File: src/hdl/asp_pkg.sv
// Constants, register map and state record of the serial port
package asp_pkg;
    // ****************************************************************
    // Register offsets
    // ****************************************************************
    localparam logic [11:0] OFF_DATA = 12'h000;
    localparam logic [11:0] OFF_RSR = 12'h004;
    localparam logic [11:0] OFF_FLAG = 12'h018;
    localparam logic [11:0] OFF_ILP = 12'h020;
    localparam logic [11:0] OFF_IBRD = 12'h024;
    localparam logic [11:0] OFF_FBRD = 12'h028;
    localparam logic [11:0] OFF_LCR = 12'h02C;
    localparam logic [11:0] OFF_CTL = 12'h030;
    localparam logic [11:0] OFF_IFLS = 12'h034;
    localparam logic [11:0] OFF_IM = 12'h038;
    localparam logic [11:0] OFF_RIS = 12'h03C;
    localparam logic [11:0] OFF_MIS = 12'h040;
    localparam logic [11:0] OFF_ICR = 12'h044;
    // ****************************************************************
    // Field positions
    // ****************************************************************
    localparam int LCR_PEN = 1;
    localparam int LCR_EPS = 2;
    localparam int LCR_STP2 = 3;
    localparam int LCR_FEN = 4;
    localparam int LCR_WLEN = 5;
    localparam int CTL_EN = 0;
    localparam int CTL_SIR = 1;
    localparam int CTL_LP = 2;
    localparam int CTL_LBE = 7;
    localparam int CTL_TXE = 8;
    localparam int CTL_RXE = 9;
    localparam int FR_BUSY = 3;
    localparam int FR_RX_EMPTY_FLAG = 4;
    localparam int FR_TX_FULL_FLAG = 5;
    localparam int FR_RX_FULL_FLAG = 6;
    localparam int FR_TX_EMPTY_FLAG = 7;
    localparam int INT_RX = 4;
    localparam int INT_TX = 5;
    localparam int INT_RT = 6;
    localparam int INT_FE = 7;
    localparam int INT_PE = 8;
    localparam int INT_BE = 9;
    localparam int INT_OE = 10;
    // ****************************************************************
    // Reset values and counts
    // ****************************************************************
    localparam logic [9:0] CTL_RST = 10'h300;
    localparam logic [5:0] IFLS_RST = 6'h12;
    localparam logic [4:0] FIFO_DEPTH = 5'h10;
    localparam logic [3:0] START_TICK = 4'h7;
    localparam logic [3:0] BIT_TICK = 4'hF;
    localparam logic [3:0] IR_NORM = 4'h3;
    localparam logic [1:0] IR_LP = 2'h3;
    localparam logic [4:0] IR_HOLD = 5'h10;
    localparam int RT_BITS = 32;
    localparam logic [9:0] RT_TICKS = 10'(RT_BITS * 16);
    // ****************************************************************
    // Types
    // ****************************************************************
    typedef enum logic [4:0] {TX_IDLE = 5'h01, TX_START = 5'h02, TX_DATA = 5'h04,
        TX_PAR = 5'h08, TX_STOP = 5'h10} asp_tx_e;
    typedef enum logic [4:0] {RX_IDLE = 5'h01, RX_START = 5'h02, RX_DATA = 5'h04,
        RX_PAR = 5'h08, RX_STOP = 5'h10} asp_rx_e;
    typedef struct packed {
        asp_tx_e txs;
        asp_rx_e rxs;
        logic sin1, sin2;
        logic [15:0] ibrd_sh, ibrd, bcnt;
        logic [5:0] fbrd_sh, fbrd, facc, ifls;
        logic [7:0] lcr, ilpr, lpcnt;
        logic [9:0] ctl, rtcnt;
        logic [10:0] im, ris;
        logic [3:0] rsr;
        logic tick, lptick;
        logic [15:0][7:0] txf;
        logic [3:0] txw, txr, txsub, rxw, rxr, rxsub;
        logic [4:0] txc, rxc, irhold;
        logic [15:0][11:0] rxf;
        logic oe_pend, txpar, stop2, txd, rxpar, rxprev;
        logic [2:0] txbit, rxbit;
        logic [7:0] txsh, rxsh;
        logic [1:0] irlp;
        logic sout, intr;
        logic [31:0] rdata;
    } asp_state_s;
    localparam asp_state_s ST_RST = '{txs: TX_IDLE, rxs: RX_IDLE, ctl: CTL_RST,
        ifls: IFLS_RST, txd: 1'b1, rxprev: 1'b1, sout: 1'b1, default: '0};
endpackage

File: src/hdl/asp_uart.sv
// Serial port with FIFOs, interrupt combining and infrared codec
//
// The register offsets and strobed register access are this design's own decisions.
`timescale 1ns/100ps
`default_nettype none
module asp_uart (
    // Clock and reset
    input wire logic MCLK,
    input wire logic RESETN,
    // Register port
    input wire logic [11:0] ADDR,
    input wire logic [31:0] WDATA,
    input wire logic WR,
    input wire logic RD,
    output logic [31:0] RDATA,
    // Serial line
    input wire logic SIN,
    output logic SOUT,
    // Interrupt request
    output logic INTR
);
    // ****************************************************************
    // Decoders
    // ****************************************************************
    function automatic logic [7:0] wmask(input logic [1:0] wl);
        wmask = 8'hFF >> (2'h3 - wl);
    endfunction
    function automatic logic [4:0] level(input logic [2:0] sel);
        case (sel)
            3'h0: level = 5'h02;
            3'h1: level = 5'h04;
            3'h3: level = 5'h0C;
            3'h4: level = 5'h0E;
            default: level = 5'h08;
        endcase
    endfunction

    // ****************************************************************
    // Reset release
    // ****************************************************************
    logic [1:0] rst_r;
    logic rst_n;
    always_ff @(posedge MCLK or negedge RESETN) begin
        if (!RESETN) begin
            rst_r <= 2'h0;
        end else begin
            rst_r <= {rst_r[0], 1'b1};
        end
    end
    assign rst_n = rst_r[1];

    // ****************************************************************
    // State and next state
    // ****************************************************************
    asp_pkg::asp_state_s q_r, d_nxt;
    logic en, sir, fifo_enable_bit, pen, eps, carry, line, busy, fe, pe, be;
    logic tx_push, tx_pop, rx_push, rx_in, rx_pop;
    logic [2:0] nbm1;
    logic [4:0] depth, rxthr, txthr, rxc_new, txc_new;
    logic [7:0] rxdat;
    logic [10:0] ev, clr;
    logic [11:0] rent;
    logic [31:0] rmux, fr;

    always_comb begin
        d_nxt = q_r;
        ev = 11'h0;
        clr = 11'h0;
        carry = 1'b0;
        tx_push = 1'b0;
        tx_pop = 1'b0;
        rx_push = 1'b0;
        rx_in = 1'b0;
        rx_pop = 1'b0;
        rmux = 32'h0;
        fr = 32'h0;
        en = q_r.ctl[asp_pkg::CTL_EN];
        sir = q_r.ctl[asp_pkg::CTL_SIR];
        fifo_enable_bit = q_r.lcr[asp_pkg::LCR_FEN];
        pen = q_r.lcr[asp_pkg::LCR_PEN];
        eps = q_r.lcr[asp_pkg::LCR_EPS];
        nbm1 = {1'b1, q_r.lcr[asp_pkg::LCR_WLEN +: 2]};
        depth = fifo_enable_bit ? asp_pkg::FIFO_DEPTH : 5'h01;
        busy = (q_r.txc != 5'h0) || (q_r.txs != asp_pkg::TX_IDLE);
        rent = q_r.rxf[q_r.rxr];
        // Pin synchroniser
        d_nxt.sin1 = SIN;
        d_nxt.sin2 = q_r.sin1;
        // Oversample tick from integer and fractional divisor
        d_nxt.tick = 1'b0;
        if (q_r.ibrd != 16'h0) begin
            if (q_r.bcnt == 16'h0) begin
                d_nxt.tick = 1'b1;
                {carry, d_nxt.facc} = {1'b0, q_r.facc} + {1'b0, q_r.fbrd};
                d_nxt.bcnt = q_r.ibrd - 16'h1 + {15'h0, carry};
            end else begin
                d_nxt.bcnt = q_r.bcnt - 16'h1;
            end
        end
        d_nxt.lptick = 1'b0;
        if (q_r.ilpr != 8'h0) begin
            if (q_r.lpcnt == 8'h0) begin
                d_nxt.lptick = 1'b1;
                d_nxt.lpcnt = q_r.ilpr - 8'h1;
            end else begin
                d_nxt.lpcnt = q_r.lpcnt - 8'h1;
            end
        end
        // Receive line source
        if (sir && !q_r.sin2) begin
            d_nxt.irhold = asp_pkg::IR_HOLD;
        end else if (q_r.tick && q_r.irhold != 5'h0) begin
            d_nxt.irhold = q_r.irhold - 5'h1;
        end
        if (q_r.ctl[asp_pkg::CTL_LBE]) begin
            line = q_r.txd;
        end else if (sir) begin
            line = (q_r.irhold == 5'h0) || (q_r.txs != asp_pkg::TX_IDLE);
        end else begin
            line = q_r.sin2;
        end
        rxdat = q_r.rxsh >> (3'h7 - nbm1);
        fe = !line;
        pe = pen && (q_r.rxpar != (^rxdat ^ !eps));
        be = (rxdat == 8'h0) && !line && (!pen || !q_r.rxpar);
        // Register writes
        if (WR) begin
            case (ADDR)
                asp_pkg::OFF_DATA: begin
                    if (q_r.txc < depth) begin
                        d_nxt.txf[q_r.txw] = WDATA[7:0];
                        d_nxt.txw = q_r.txw + 4'h1;
                        tx_push = 1'b1;
                    end
                end
                asp_pkg::OFF_RSR: d_nxt.rsr = 4'h0;
                asp_pkg::OFF_ILP: d_nxt.ilpr = WDATA[7:0];
                asp_pkg::OFF_IBRD: d_nxt.ibrd_sh = WDATA[15:0];
                asp_pkg::OFF_FBRD: d_nxt.fbrd_sh = WDATA[5:0];
                asp_pkg::OFF_LCR: begin
                    d_nxt.lcr = WDATA[7:0];
                    d_nxt.ibrd = q_r.ibrd_sh;
                    d_nxt.fbrd = q_r.fbrd_sh;
                end
                asp_pkg::OFF_CTL: d_nxt.ctl = WDATA[9:0];
                asp_pkg::OFF_IFLS: d_nxt.ifls = WDATA[5:0];
                asp_pkg::OFF_IM: d_nxt.im = WDATA[10:0];
                asp_pkg::OFF_ICR: clr = WDATA[10:0];
                default: ;
            endcase
        end
        // Register reads
        fr[asp_pkg::FR_BUSY] = busy;
        fr[asp_pkg::FR_RX_EMPTY_FLAG] = (q_r.rxc == 5'h0);
        fr[asp_pkg::FR_TX_FULL_FLAG] = (q_r.txc >= depth);
        fr[asp_pkg::FR_RX_FULL_FLAG] = (q_r.rxc >= depth);
        fr[asp_pkg::FR_TX_EMPTY_FLAG] = (q_r.txc == 5'h0);
        if (RD) begin
            case (ADDR)
                asp_pkg::OFF_DATA: begin
                    rmux = {20'h0, rent};
                    if (q_r.rxc != 5'h0) begin
                        rx_pop = 1'b1;
                        d_nxt.rxr = q_r.rxr + 4'h1;
                        d_nxt.rsr[2:0] = q_r.rsr[2:0] | rent[10:8];
                    end
                end
                asp_pkg::OFF_RSR: rmux = {28'h0, q_r.rsr};
                asp_pkg::OFF_FLAG: rmux = fr;
                asp_pkg::OFF_ILP: rmux = {24'h0, q_r.ilpr};
                asp_pkg::OFF_IBRD: rmux = {16'h0, q_r.ibrd_sh};
                asp_pkg::OFF_FBRD: rmux = {26'h0, q_r.fbrd_sh};
                asp_pkg::OFF_LCR: rmux = {24'h0, q_r.lcr};
                asp_pkg::OFF_CTL: rmux = {22'h0, q_r.ctl};
                asp_pkg::OFF_IFLS: rmux = {26'h0, q_r.ifls};
                asp_pkg::OFF_IM: rmux = {21'h0, q_r.im};
                asp_pkg::OFF_RIS: rmux = {21'h0, q_r.ris};
                asp_pkg::OFF_MIS: rmux = {21'h0, q_r.ris & q_r.im};
                default: rmux = 32'h0;
            endcase
        end
        d_nxt.rdata = rmux;
        // Transmitter
        if (q_r.lptick && q_r.irlp != 2'h0) begin
            d_nxt.irlp = q_r.irlp - 2'h1;
        end
        if (q_r.tick) begin
            if (q_r.txs == asp_pkg::TX_IDLE) begin
                if (q_r.txc != 5'h0 && en && q_r.ctl[asp_pkg::CTL_TXE]) begin
                    tx_pop = 1'b1;
                    d_nxt.txsh = q_r.txf[q_r.txr];
                    d_nxt.txr = q_r.txr + 4'h1;
                    d_nxt.txpar = ^(q_r.txf[q_r.txr] & wmask(nbm1[1:0])) ^ !eps;
                    d_nxt.txs = asp_pkg::TX_START;
                    d_nxt.txsub = 4'h0;
                    d_nxt.txd = 1'b0;
                    d_nxt.irlp = asp_pkg::IR_LP;
                end
            end else if (q_r.txsub != asp_pkg::BIT_TICK) begin
                d_nxt.txsub = q_r.txsub + 4'h1;
            end else begin
                d_nxt.txsub = 4'h0;
                d_nxt.irlp = asp_pkg::IR_LP;
                unique case (q_r.txs)
                    asp_pkg::TX_START: begin
                        d_nxt.txs = asp_pkg::TX_DATA;
                        d_nxt.txbit = 3'h0;
                        d_nxt.txd = q_r.txsh[0];
                    end
                    asp_pkg::TX_DATA: begin
                        if (q_r.txbit == nbm1) begin
                            d_nxt.txs = pen ? asp_pkg::TX_PAR : asp_pkg::TX_STOP;
                            d_nxt.txd = pen ? q_r.txpar : 1'b1;
                            d_nxt.stop2 = q_r.lcr[asp_pkg::LCR_STP2];
                        end else begin
                            d_nxt.txbit = q_r.txbit + 3'h1;
                            d_nxt.txsh = q_r.txsh >> 1;
                            d_nxt.txd = q_r.txsh[1];
                        end
                    end
                    asp_pkg::TX_PAR: begin
                        d_nxt.txs = asp_pkg::TX_STOP;
                        d_nxt.txd = 1'b1;
                    end
                    asp_pkg::TX_STOP: begin
                        if (q_r.stop2) begin
                            d_nxt.stop2 = 1'b0;
                        end else begin
                            d_nxt.txs = asp_pkg::TX_IDLE;
                        end
                    end
                    default: d_nxt.txs = asp_pkg::TX_IDLE;
                endcase
            end
        end
        // Pin drive: uart level, or infrared pulses on zero bits
        if (q_r.ctl[asp_pkg::CTL_LBE]) begin
            d_nxt.sout = !sir;
        end else if (sir) begin
            d_nxt.sout = !q_r.txd && (q_r.txs != asp_pkg::TX_IDLE) &&
                (q_r.ctl[asp_pkg::CTL_LP] ? (q_r.irlp != 2'h0) :
                (q_r.txsub < asp_pkg::IR_NORM));
        end else begin
            d_nxt.sout = q_r.txd;
        end
        // Receiver
        if (q_r.tick) begin
            d_nxt.rxprev = line;
            if (q_r.rxs == asp_pkg::RX_IDLE) begin
                if (q_r.rxprev && !line && en && q_r.ctl[asp_pkg::CTL_RXE]) begin
                    d_nxt.rxs = asp_pkg::RX_START;
                    d_nxt.rxsub = 4'h1;
                end
            end else if (q_r.rxsub != ((q_r.rxs == asp_pkg::RX_START) ?
                    asp_pkg::START_TICK : asp_pkg::BIT_TICK)) begin
                d_nxt.rxsub = q_r.rxsub + 4'h1;
            end else begin
                d_nxt.rxsub = 4'h0;
                unique case (q_r.rxs)
                    asp_pkg::RX_START: begin
                        d_nxt.rxs = line ? asp_pkg::RX_IDLE : asp_pkg::RX_DATA;
                        d_nxt.rxbit = 3'h0;
                    end
                    asp_pkg::RX_DATA: begin
                        d_nxt.rxsh = {line, q_r.rxsh[7:1]};
                        d_nxt.rxbit = q_r.rxbit + 3'h1;
                        if (q_r.rxbit == nbm1) begin
                            d_nxt.rxs = pen ? asp_pkg::RX_PAR : asp_pkg::RX_STOP;
                        end
                    end
                    asp_pkg::RX_PAR: begin
                        d_nxt.rxpar = line;
                        d_nxt.rxs = asp_pkg::RX_STOP;
                    end
                    asp_pkg::RX_STOP: begin
                        rx_push = 1'b1;
                        d_nxt.rxs = asp_pkg::RX_IDLE;
                    end
                    default: d_nxt.rxs = asp_pkg::RX_IDLE;
                endcase
            end
        end
        if (rx_push) begin
            ev[asp_pkg::INT_FE] = fe;
            ev[asp_pkg::INT_PE] = pe;
            ev[asp_pkg::INT_BE] = be;
            if (q_r.rxc >= depth) begin
                ev[asp_pkg::INT_OE] = 1'b1;
                d_nxt.rsr[3] = 1'b1;
                d_nxt.oe_pend = 1'b1;
            end else begin
                d_nxt.rxf[q_r.rxw] = {q_r.oe_pend, be, pe, fe, rxdat};
                d_nxt.rxw = q_r.rxw + 4'h1;
                d_nxt.oe_pend = 1'b0;
                rx_in = 1'b1;
            end
        end
        // Receive timeout
        if (rx_in || rx_pop || q_r.rxc == 5'h0 || q_r.rxs != asp_pkg::RX_IDLE) begin
            d_nxt.rtcnt = 10'h0;
        end else if (q_r.tick && q_r.rtcnt != asp_pkg::RT_TICKS) begin
            d_nxt.rtcnt = q_r.rtcnt + 10'h1;
            ev[asp_pkg::INT_RT] = (q_r.rtcnt == asp_pkg::RT_TICKS - 10'h1);
        end
        // FIFO counts and level events
        txc_new = q_r.txc + {4'h0, tx_push} - {4'h0, tx_pop};
        rxc_new = q_r.rxc + {4'h0, rx_in} - {4'h0, rx_pop};
        d_nxt.txc = txc_new;
        d_nxt.rxc = rxc_new;
        rxthr = fifo_enable_bit ? level(q_r.ifls[5:3]) : 5'h01;
        txthr = fifo_enable_bit ? level(q_r.ifls[2:0]) : 5'h00;
        ev[asp_pkg::INT_RX] = (rxc_new >= rxthr) && (q_r.rxc < rxthr);
        ev[asp_pkg::INT_TX] = (txc_new <= txthr) && (q_r.txc > txthr);
        // Sticky events, set beats clear
        d_nxt.ris = (q_r.ris & ~clr) | ev;
        d_nxt.intr = |(d_nxt.ris & d_nxt.im);
    end

    always_ff @(posedge MCLK or negedge rst_n) begin
        if (!rst_n) begin
            q_r <= asp_pkg::ST_RST;
        end else begin
            q_r <= d_nxt;
        end
    end
    assign RDATA = q_r.rdata;
    assign SOUT = q_r.sout;
    assign INTR = q_r.intr;
endmodule // asp_uart
`default_nettype wire

File: config.mk
export PLATFORM = sky130hd
export DESIGN_NAME = asp_uart
export DESIGN_NICKNAME = d
export VERILOG_FILES = /design/src/hdl/asp_pkg.sv /design/src/hdl/asp_uart.sv
export SDC_FILE = /design/constraint.sdc
export NUM_CORES = 1
export LEC_CHECK = 0
export ABC_AREA = 0
export BUFFER_PORTS_ARGS = -buffer_cell sky130_fd_sc_hd__buf_4
export CAP_MARGIN = 20
export CORE_ASPECT_RATIO = 1.4
export CORE_UTILIZATION = 25
export DETAILED_ROUTE_END_ITERATION = 8
export MAX_ROUTING_LAYER = met4
export RECOVER_POWER = 25
export SKIP_CTS_REPAIR_TIMING = 1
export SLEW_MARGIN = 10
export SYNTH_ARGS = -nofsm -noshare
export SYNTH_HDL_FRONTEND = slang
export SYNTH_SLANG_ARGS = --single-unit
File: constraint.sdc
create_clock -name MCLK -period 25.1 [get_ports MCLK]
set_clock_uncertainty 0.1 [all_clocks]
set_input_delay 5.02 -clock MCLK [delete_from_list [all_inputs] [get_ports MCLK]]
set_output_delay 5.02 -clock MCLK [all_outputs]
set_load 0.01 [all_outputs]
==> results of run 1 <==
## logic make-up after synthesis
group | count (synthesis) | synth area share
xor gates and xnor gates | 66 | 0.0218
and+or+nand+nor | 606 | 0.113
DFF | 565 | 0.509
muxes | 369 | 0.183
other | 2 | 0.000270
AOI/OAI and AO/OA | 460 | 0.100
adders and majority gates | 70 | 0.0323
buffers and inverters | 230 | 0.0403
## flip-flops by register name (all words and copies together) (netlist names)
register         cells
INTR                 1
pen                  1
SOUT                 1
q_r                538
nbm1                 2
RDATA               16
fifo_enable_bit      1
en                   1
eps                  1
rst_r                2
d_nxt                1
## layout by cell type (no fill, tap or decap), drive strengths merged, types with 7 or more instances in the layout
cell type / synthesis / layout
nand2b: 10 / 10
conb: 2 / 17
clkinv: 0 / 10
o21ai: 221 / 221
mux2: 262 / 262
bufinv: 0 / 9
nand3: 49 / 49
nand4: 17 / 17
nor2b: 24 / 24
a211oi: 16 / 16
xnor2: 39 / 39
ha: 67 / 67
or3: 11 / 11
mux2i: 25 / 25
a22oi: 34 / 34
nand2: 286 / 286
clkbuf: 89 / 78
nor3: 23 / 23
nor4: 17 / 17
a21oi: 84 / 84
and3: 15 / 15
dfrtp: 556 / 556
a31oi: 13 / 13
inv: 56 / 60
nor2: 84 / 84
xor2: 25 / 25
dfstp: 9 / 9
mux4: 82 / 82
a21boi: 9 / 9
nand4b: 10 / 10
a22o: 7 / 7
buf: 85 / 73
a21o: 15 / 15
and2: 26 / 26
## power by group
| group | switching (mW) | internal (mW) | leakage [nW] |
|---|---|---|---|
| Combinational | 0.0599 | 0.0320 | 5.45 |
| Clock | 0.368 | 0.513 | 0.924 |
| Sequential | 0.0118 | 0.921 | 7.70 |
## layer usage
metal | routed length [um] | vias to the layer above
met5 | 0 | -
met4 | 2440 | 0
met3 | 2240 | 105
met2 | 34000 | 307
met1 | 28200 | 9099
li1 | - | 8421
## through the flow
step	hold WS [ps]	total power, mW
global placement	209	1.04
detailed placement	202	1.04
CTS	206	1.93
floorplan	231	1.01
finish	254	1.91
global route	267	1.98
## area by class of cell
cell class                 instances  area share
sequential                       565       0.453
multi-input combinational       1588       0.402
tap                             1460      0.0585
clock buffer                      70      0.0477
timing repair buffer              81      0.0187
clock inverter                    28      0.0131
inverter                          56     0.00673
antenna                            6    0.000481
## synthesized netlist by cell type, types with 6 or more instances
master / number / area (um^2)
a211oi_1: 15 / 113
nor3_1: 22 / 110
clkbuf_1: 89 / 334
dfrtp_1: 556 / 13900
a22o_1: 7 / 61.3
mux2_2: 260 / 2930
nor2b_1: 24 / 150
mux4_1: 8 / 210
a22oi_1: 34 / 255
xnor2_1: 39 / 342
nand4_1: 13 / 81.3
a21o_1: 15 / 113
mux2i_1: 25 / 250
buf_4: 36 / 270
nand2_1: 285 / 1070
buf_6: 6 / 67.6
a31oi_1: 13 / 81.3
buf_2: 34 / 170
xor2_1: 25 / 219
or3_1: 11 / 68.8
a21boi_0: 8 / 60.1
dfstp_2: 9 / 236
ha_1: 67 / 838
mux4_2: 73 / 1640
and2_1: 26 / 163
o21ai_0: 216 / 1080
a21oi_1: 83 / 415
nor2_1: 83 / 312
a32o_1: 6 / 60.1
nand2b_1: 10 / 62.6
and3_1: 15 / 93.8
a222oi_1: 6 / 60.1
o22a_1: 6 / 52.6
nand3_2: 12 / 120
buf_1: 7 / 26.3
nor4_1: 16 / 100
nand3_1: 33 / 165
inv_1: 56 / 210
## path summary, 6_finish.rpt
check	cells past startpoint	end	slack (ps)	start
max in group asynchronous	2	q_r[495]	17080	rst_r[1]
min in group asynchronous	0	q_r[400]	490	rst_r[1]
min reg2reg	0	rst_r[1]	250	rst_r[0]
max reg2reg	2	q_r[495]	17080	rst_r[1]
max	20	INTR	15530	ADDR[9]
min	0	rst_r[1]	250	rst_r[0]
==> qor.csv, run 1 <==
stage,metric,value,unit
status,status,finished with violations,
status,failing checks,"max-capacitance violations, max-slew violations",
routing,DRC,0,
die,Die W,284,um
critical_path,Crit path max-delay family,simple AND/OR/NAND/NOR gates,
timing,Highest Clock Rate,104,MHz
critical_path,CP Capture Type,flop,
synthesis,Cell variety after synth,93,
die,I/O Pins,83,
timing,RSZ-0062 raised after global routing,false,
timing,Final Hold Viols,0,
global_route,total track usage,0.122,
hold_path,Worst Hold Class,reg2reg,
timing,worst setup margin,15530,ps
synthesis,Post-synth EDFFs,0,
global_route,largest net degree at the start of global routing,78,
place,DPL Wire Length,44900,um
synthesis,Synth Cell Area,27800,um^2
critical_path,WP data arrival,10020,ps
clock_network,root buffer cell,clkbuf_16,
die,core area,110000,um^2
synthesis,Post-synth ARST share,1.00,
place,post-placement cell area,29400,um^2
clock_network,Clock Path Buffers,3,
synthesis,warnings from Yosys,0,
synthesis,Syn Inst Count,2368,
critical_path,highest-delay cell along the critical path,o31ai_1,
global_route,vias in the first global route,18200,
job,maxcap violations,7,
die,Die Span Y,396,um
clock_network,H-tree levels,2,
die,num rows,144,
routing,DRT Wirelength,66800,um
synthesis,Post-synth top flop,dfrtp_1,
layout,Fillers,11241,
critical_path,Worst Path Buf+Inv,4,
global_route,gr busiest metal,met2,
place,Port Buffer Count,50,
routing,DRT iter0 DRCs,1528,
critical_path,CP dominant cell by count,ha_1,
critical_path,critical-path cell list,buf_4 -> or4_4 -> nor4_2 -> nand2_1 -> nor2_2 -> and3_1 -> buf_4 -> inv_1 -> ha_1 -> inv_1 -> ha_1 -> fa_1 -> xnor2_1 -> ha_1 -> a21o_1 -> a21oi_1 -> a41oi_1 -> o31ai_1 -> a2111oi_1 -> nand4bb_1,
routing,DRT Pass-1 Iters,7,
timing,Final Slew Violations,382,
critical_path,Crit path largest cell delay,620,ps
routing,vias per cell,4.65,
power_and_ir_drop,Leak,14.1,nW
timing,setup TNS,0,ps
global_route,GRT met2 Usage,0.209,
critical_path,Worst EP required,25550,ps
synthesis,synthesized flop and latch total,565,
layout,multi-input logic area,12500,um^2
clock_network,CTS tree,yes,
global_route,initial antenna violation count,6,
routing,"antenna viol nets, final",0,
power_and_ir_drop,Max IR drop VDD,0.0000529,V
place,worst slack at placement,14940,ps
timing,final worst-path cycle share,0.381,
routing,WL/cell,17.3,um
synthesis,"Seq/Total Area, Yosys",0.509,
global_route,total grt overflow,0,
synthesis,Mean Syn Cell Area,11.7,um^2
clock_network,"Reg clk slew, reported paths",70,ps
critical_path,Critical Path Fanout Max,22,
place,placer's final routability congestion estimate,0.829,
critical_path,Setup CP Type,in2reg,
clock_network,number of buffers created by CTS,53,
place,placed insts,3748,
layout,Layout Nets,2464,
global_route,first-pass GRT wire length,106000,um
global_route,met3 GRT Util,0.0148,
critical_path,crit start category,input pin,
layout,"Core Util, Final",0.284,
clock_network,"Clk Latency, worst-skew pair",630,ps
timing,count of final setup violators,0,
timing,"Min Clock Period, post-route",9570,ps
routing,routed vias,17932,
timing,Slew @ Worst Pin,4170,ps
die,starting density of the core,0.252,
clock_network,CTS sink cnt,565,
timing,Slew headroom,-1.78,
layout,layout cells sized above 1,0.230,
layout,Sequential Area,14200,um^2
layout,Layout area overhead,12.5,%
layout,Non-Filler Instances,3854,
layout,design area,31200,um^2
global_route,met1 Use GR,0.146,
power_and_ir_drop,PwrDens,61.0,nW/um^2
die,Die Area,112000,um^2
(Power assumes the default switching activity.)
==> inputs of run 2 (changes only) <==
clock period = 8.15 ns   (was 25.1 ns; I/O delays follow)
==> qor.csv, run 2 (same netlist as run 1, synthesis figures left out) <==
stage,metric,value,unit
status,status,finished with violations,
status,failing checks,"max-capacitance violations, max-slew violations",
clock_network,CTS tree,yes,
global_route,total grt overflow,0,
timing,final worst-path cycle share,0.698,
layout,Layout area overhead,12.5,%
place,Port Buffer Count,50,
routing,DRT iter0 DRCs,1306,
critical_path,"reg-to-reg slack, setup",3260,ps
clock_network,root buffer cell,clkbuf_16,
global_route,initial antenna violation count,8,
timing,Final Hold Viols,0,
critical_path,Worst R2R Path Depth,18,
timing,Hold Slack,247,ps
timing,worst setup margin,2460,ps
job,maxcap violations,4,
clock_network,H-tree levels,2,
routing,DRT Wirelength,67300,um
critical_path,crit start category,input pin,
layout,Largest Register,q_r,
place,DPL Wire Length,44800,um
clock_network,"Clk Latency, worst-skew pair",620,ps
timing,Slew headroom,-1.55,
layout,Non-Filler Instances,3858,
timing,setup TNS,0,ps
clock_network,Clock Path Buffers,3,
critical_path,launch point of the worst reg-to-reg path,fifo_enable_bit,
layout,design area,31200,um^2
layout,"most common cell after layout, fill and taps aside",dfrtp_1,
die,I/O Pins,83,
global_route,gr busiest metal,met2,
hold_path,Worst Hold Class,reg2reg,
clock_network,"Reg clk slew, reported paths",60,ps
hold_path,hold_sp,rst_r[0],
global_route,vias in the first global route,18712,
routing,DRC,0,
place,placed insts,3747,
die,Die Span Y,396,um
power_and_ir_drop,Leak,14.1,nW
timing,RSZ-0062 raised after global routing,false,
routing,vias per cell,4.68,
routing,WL/cell,17.4,um
layout,Fillers,11304,
layout,"commonest cells after routing, fill and taps aside","dfrtp_1, nand2_1, mux2_2, o21ai_0",
die,Die Area,112000,um^2
global_route,GRT met2 Usage,0.210,
global_route,largest net degree at the start of global routing,159,
hold_path,hold-critical path depth,0,
critical_path,CP Capture Type,flop,
layout,layout cells sized above 1,0.234,
layout,max reg flops,538,
global_route,met3 GRT Util,0.0195,
routing,DRT Pass-1 Iters,6,
global_route,met1 Use GR,0.146,
layout,"Core Util, Final",0.284,
critical_path,WP data arrival,6140,ps
global_route,total track usage,0.124,
power_and_ir_drop,PwrDens,186,nW/um^2
die,num rows,144,
timing,Highest Clock Rate,176,MHz
place,post-placement cell area,29400,um^2
die,starting density of the core,0.252,
hold_path,Hold EP,rst_r[1],
critical_path,Crit Reg-Reg Endpoint,INTR,
place,worst slack at placement,1880,ps
timing,count of final setup violators,0,
clock_network,number of buffers created by CTS,55,
die,Die W,284,um
critical_path,Critical Path Fanout Max,22,
layout,Layout Nets,2464,
power_and_ir_drop,overall power,5.80,mW
timing,Slew @ Worst Pin,3820,ps
clock_network,CTS sink cnt,565,
timing,Final Slew Violations,320,
timing,"Min Clock Period, post-route",5690,ps
die,core area,110000,um^2
power_and_ir_drop,Max IR drop VDD,0.000142,V
routing,routed vias,18062,
global_route,first-pass GRT wire length,108000,um
critical_path,Setup CP Type,in2reg,
critical_path,Worst EP required,8600,ps
routing,"antenna viol nets, final",0,
place,placer's final routability congestion estimate,0.833,
[run 2: changes by cell type in the layout (fill, tap and decap cells not counted), sizes merged]
cell,change
bufinv,-5
clkinv,+6
diode,+2
inv,-2
clkbuf,+3
[run 2: final cells by class]
type	instances	area, um^2	area share
inverter	56	210	0.00673
clock buffer	75	1590	0.0510
antenna	8	20.0	0.000641
sequential	565	14200	0.453
multi-input combinational	1588	12600	0.402
tap	1460	1830	0.0585
timing repair buffer	79	584	0.0187
clock inverter	27	278	0.00889
[run 2: how the worst max path moves through the flow]
| stage | to | cells past startpoint | from | slack (ps) |
|---|---|---|---|---|
| final | INTR | 21 | ADDR[9] | 2460 |
| after global routing | INTR | 21 | ADDR[9] | 2160 |
| after CTS | INTR | 21 | ADDR[9] | 2490 |
| after detailed placement | INTR | 21 | ADDR[9] | 1880 |
| after global placement | INTR | 21 | ADDR[9] | 1840 |
| after floorplan | INTR | 0 | rst_r[1] | 2570 |
[run 2: power by group]
part / internal, mW / total [mW] / switching [mW]
logic: 0.0999 / 0.284 / 0.184
clock network: 1.50 / 2.64 / 1.14
registers: 2.84 / 2.87 / 0.0343
[run 2: critical path, cell delays in order]
cell	delay, ps
buf_4	110
or4_4	540
nor4_2	220
nand2_1	100
nor2_2	90
buf_4	220
and3_1	180
buf_4	330
inv_1	100
ha_1	290
inv_1	40
ha_1	200
fa_1	410
xnor2_1	250
ha_1	280
a21o_1	160
a21oi_1	140
a41oi_1	60
o31ai_1	490
a2111oi_1	170
nand4bb_1	120
[run 2: layer usage]
layer | up-vias | wire length [um]
met2 | 347 | 33600
met1 | 9184 | 28600
met4 | 0 | 2260
met5 | - | 0
li1 | 8425 | -
met3 | 106 | 2790
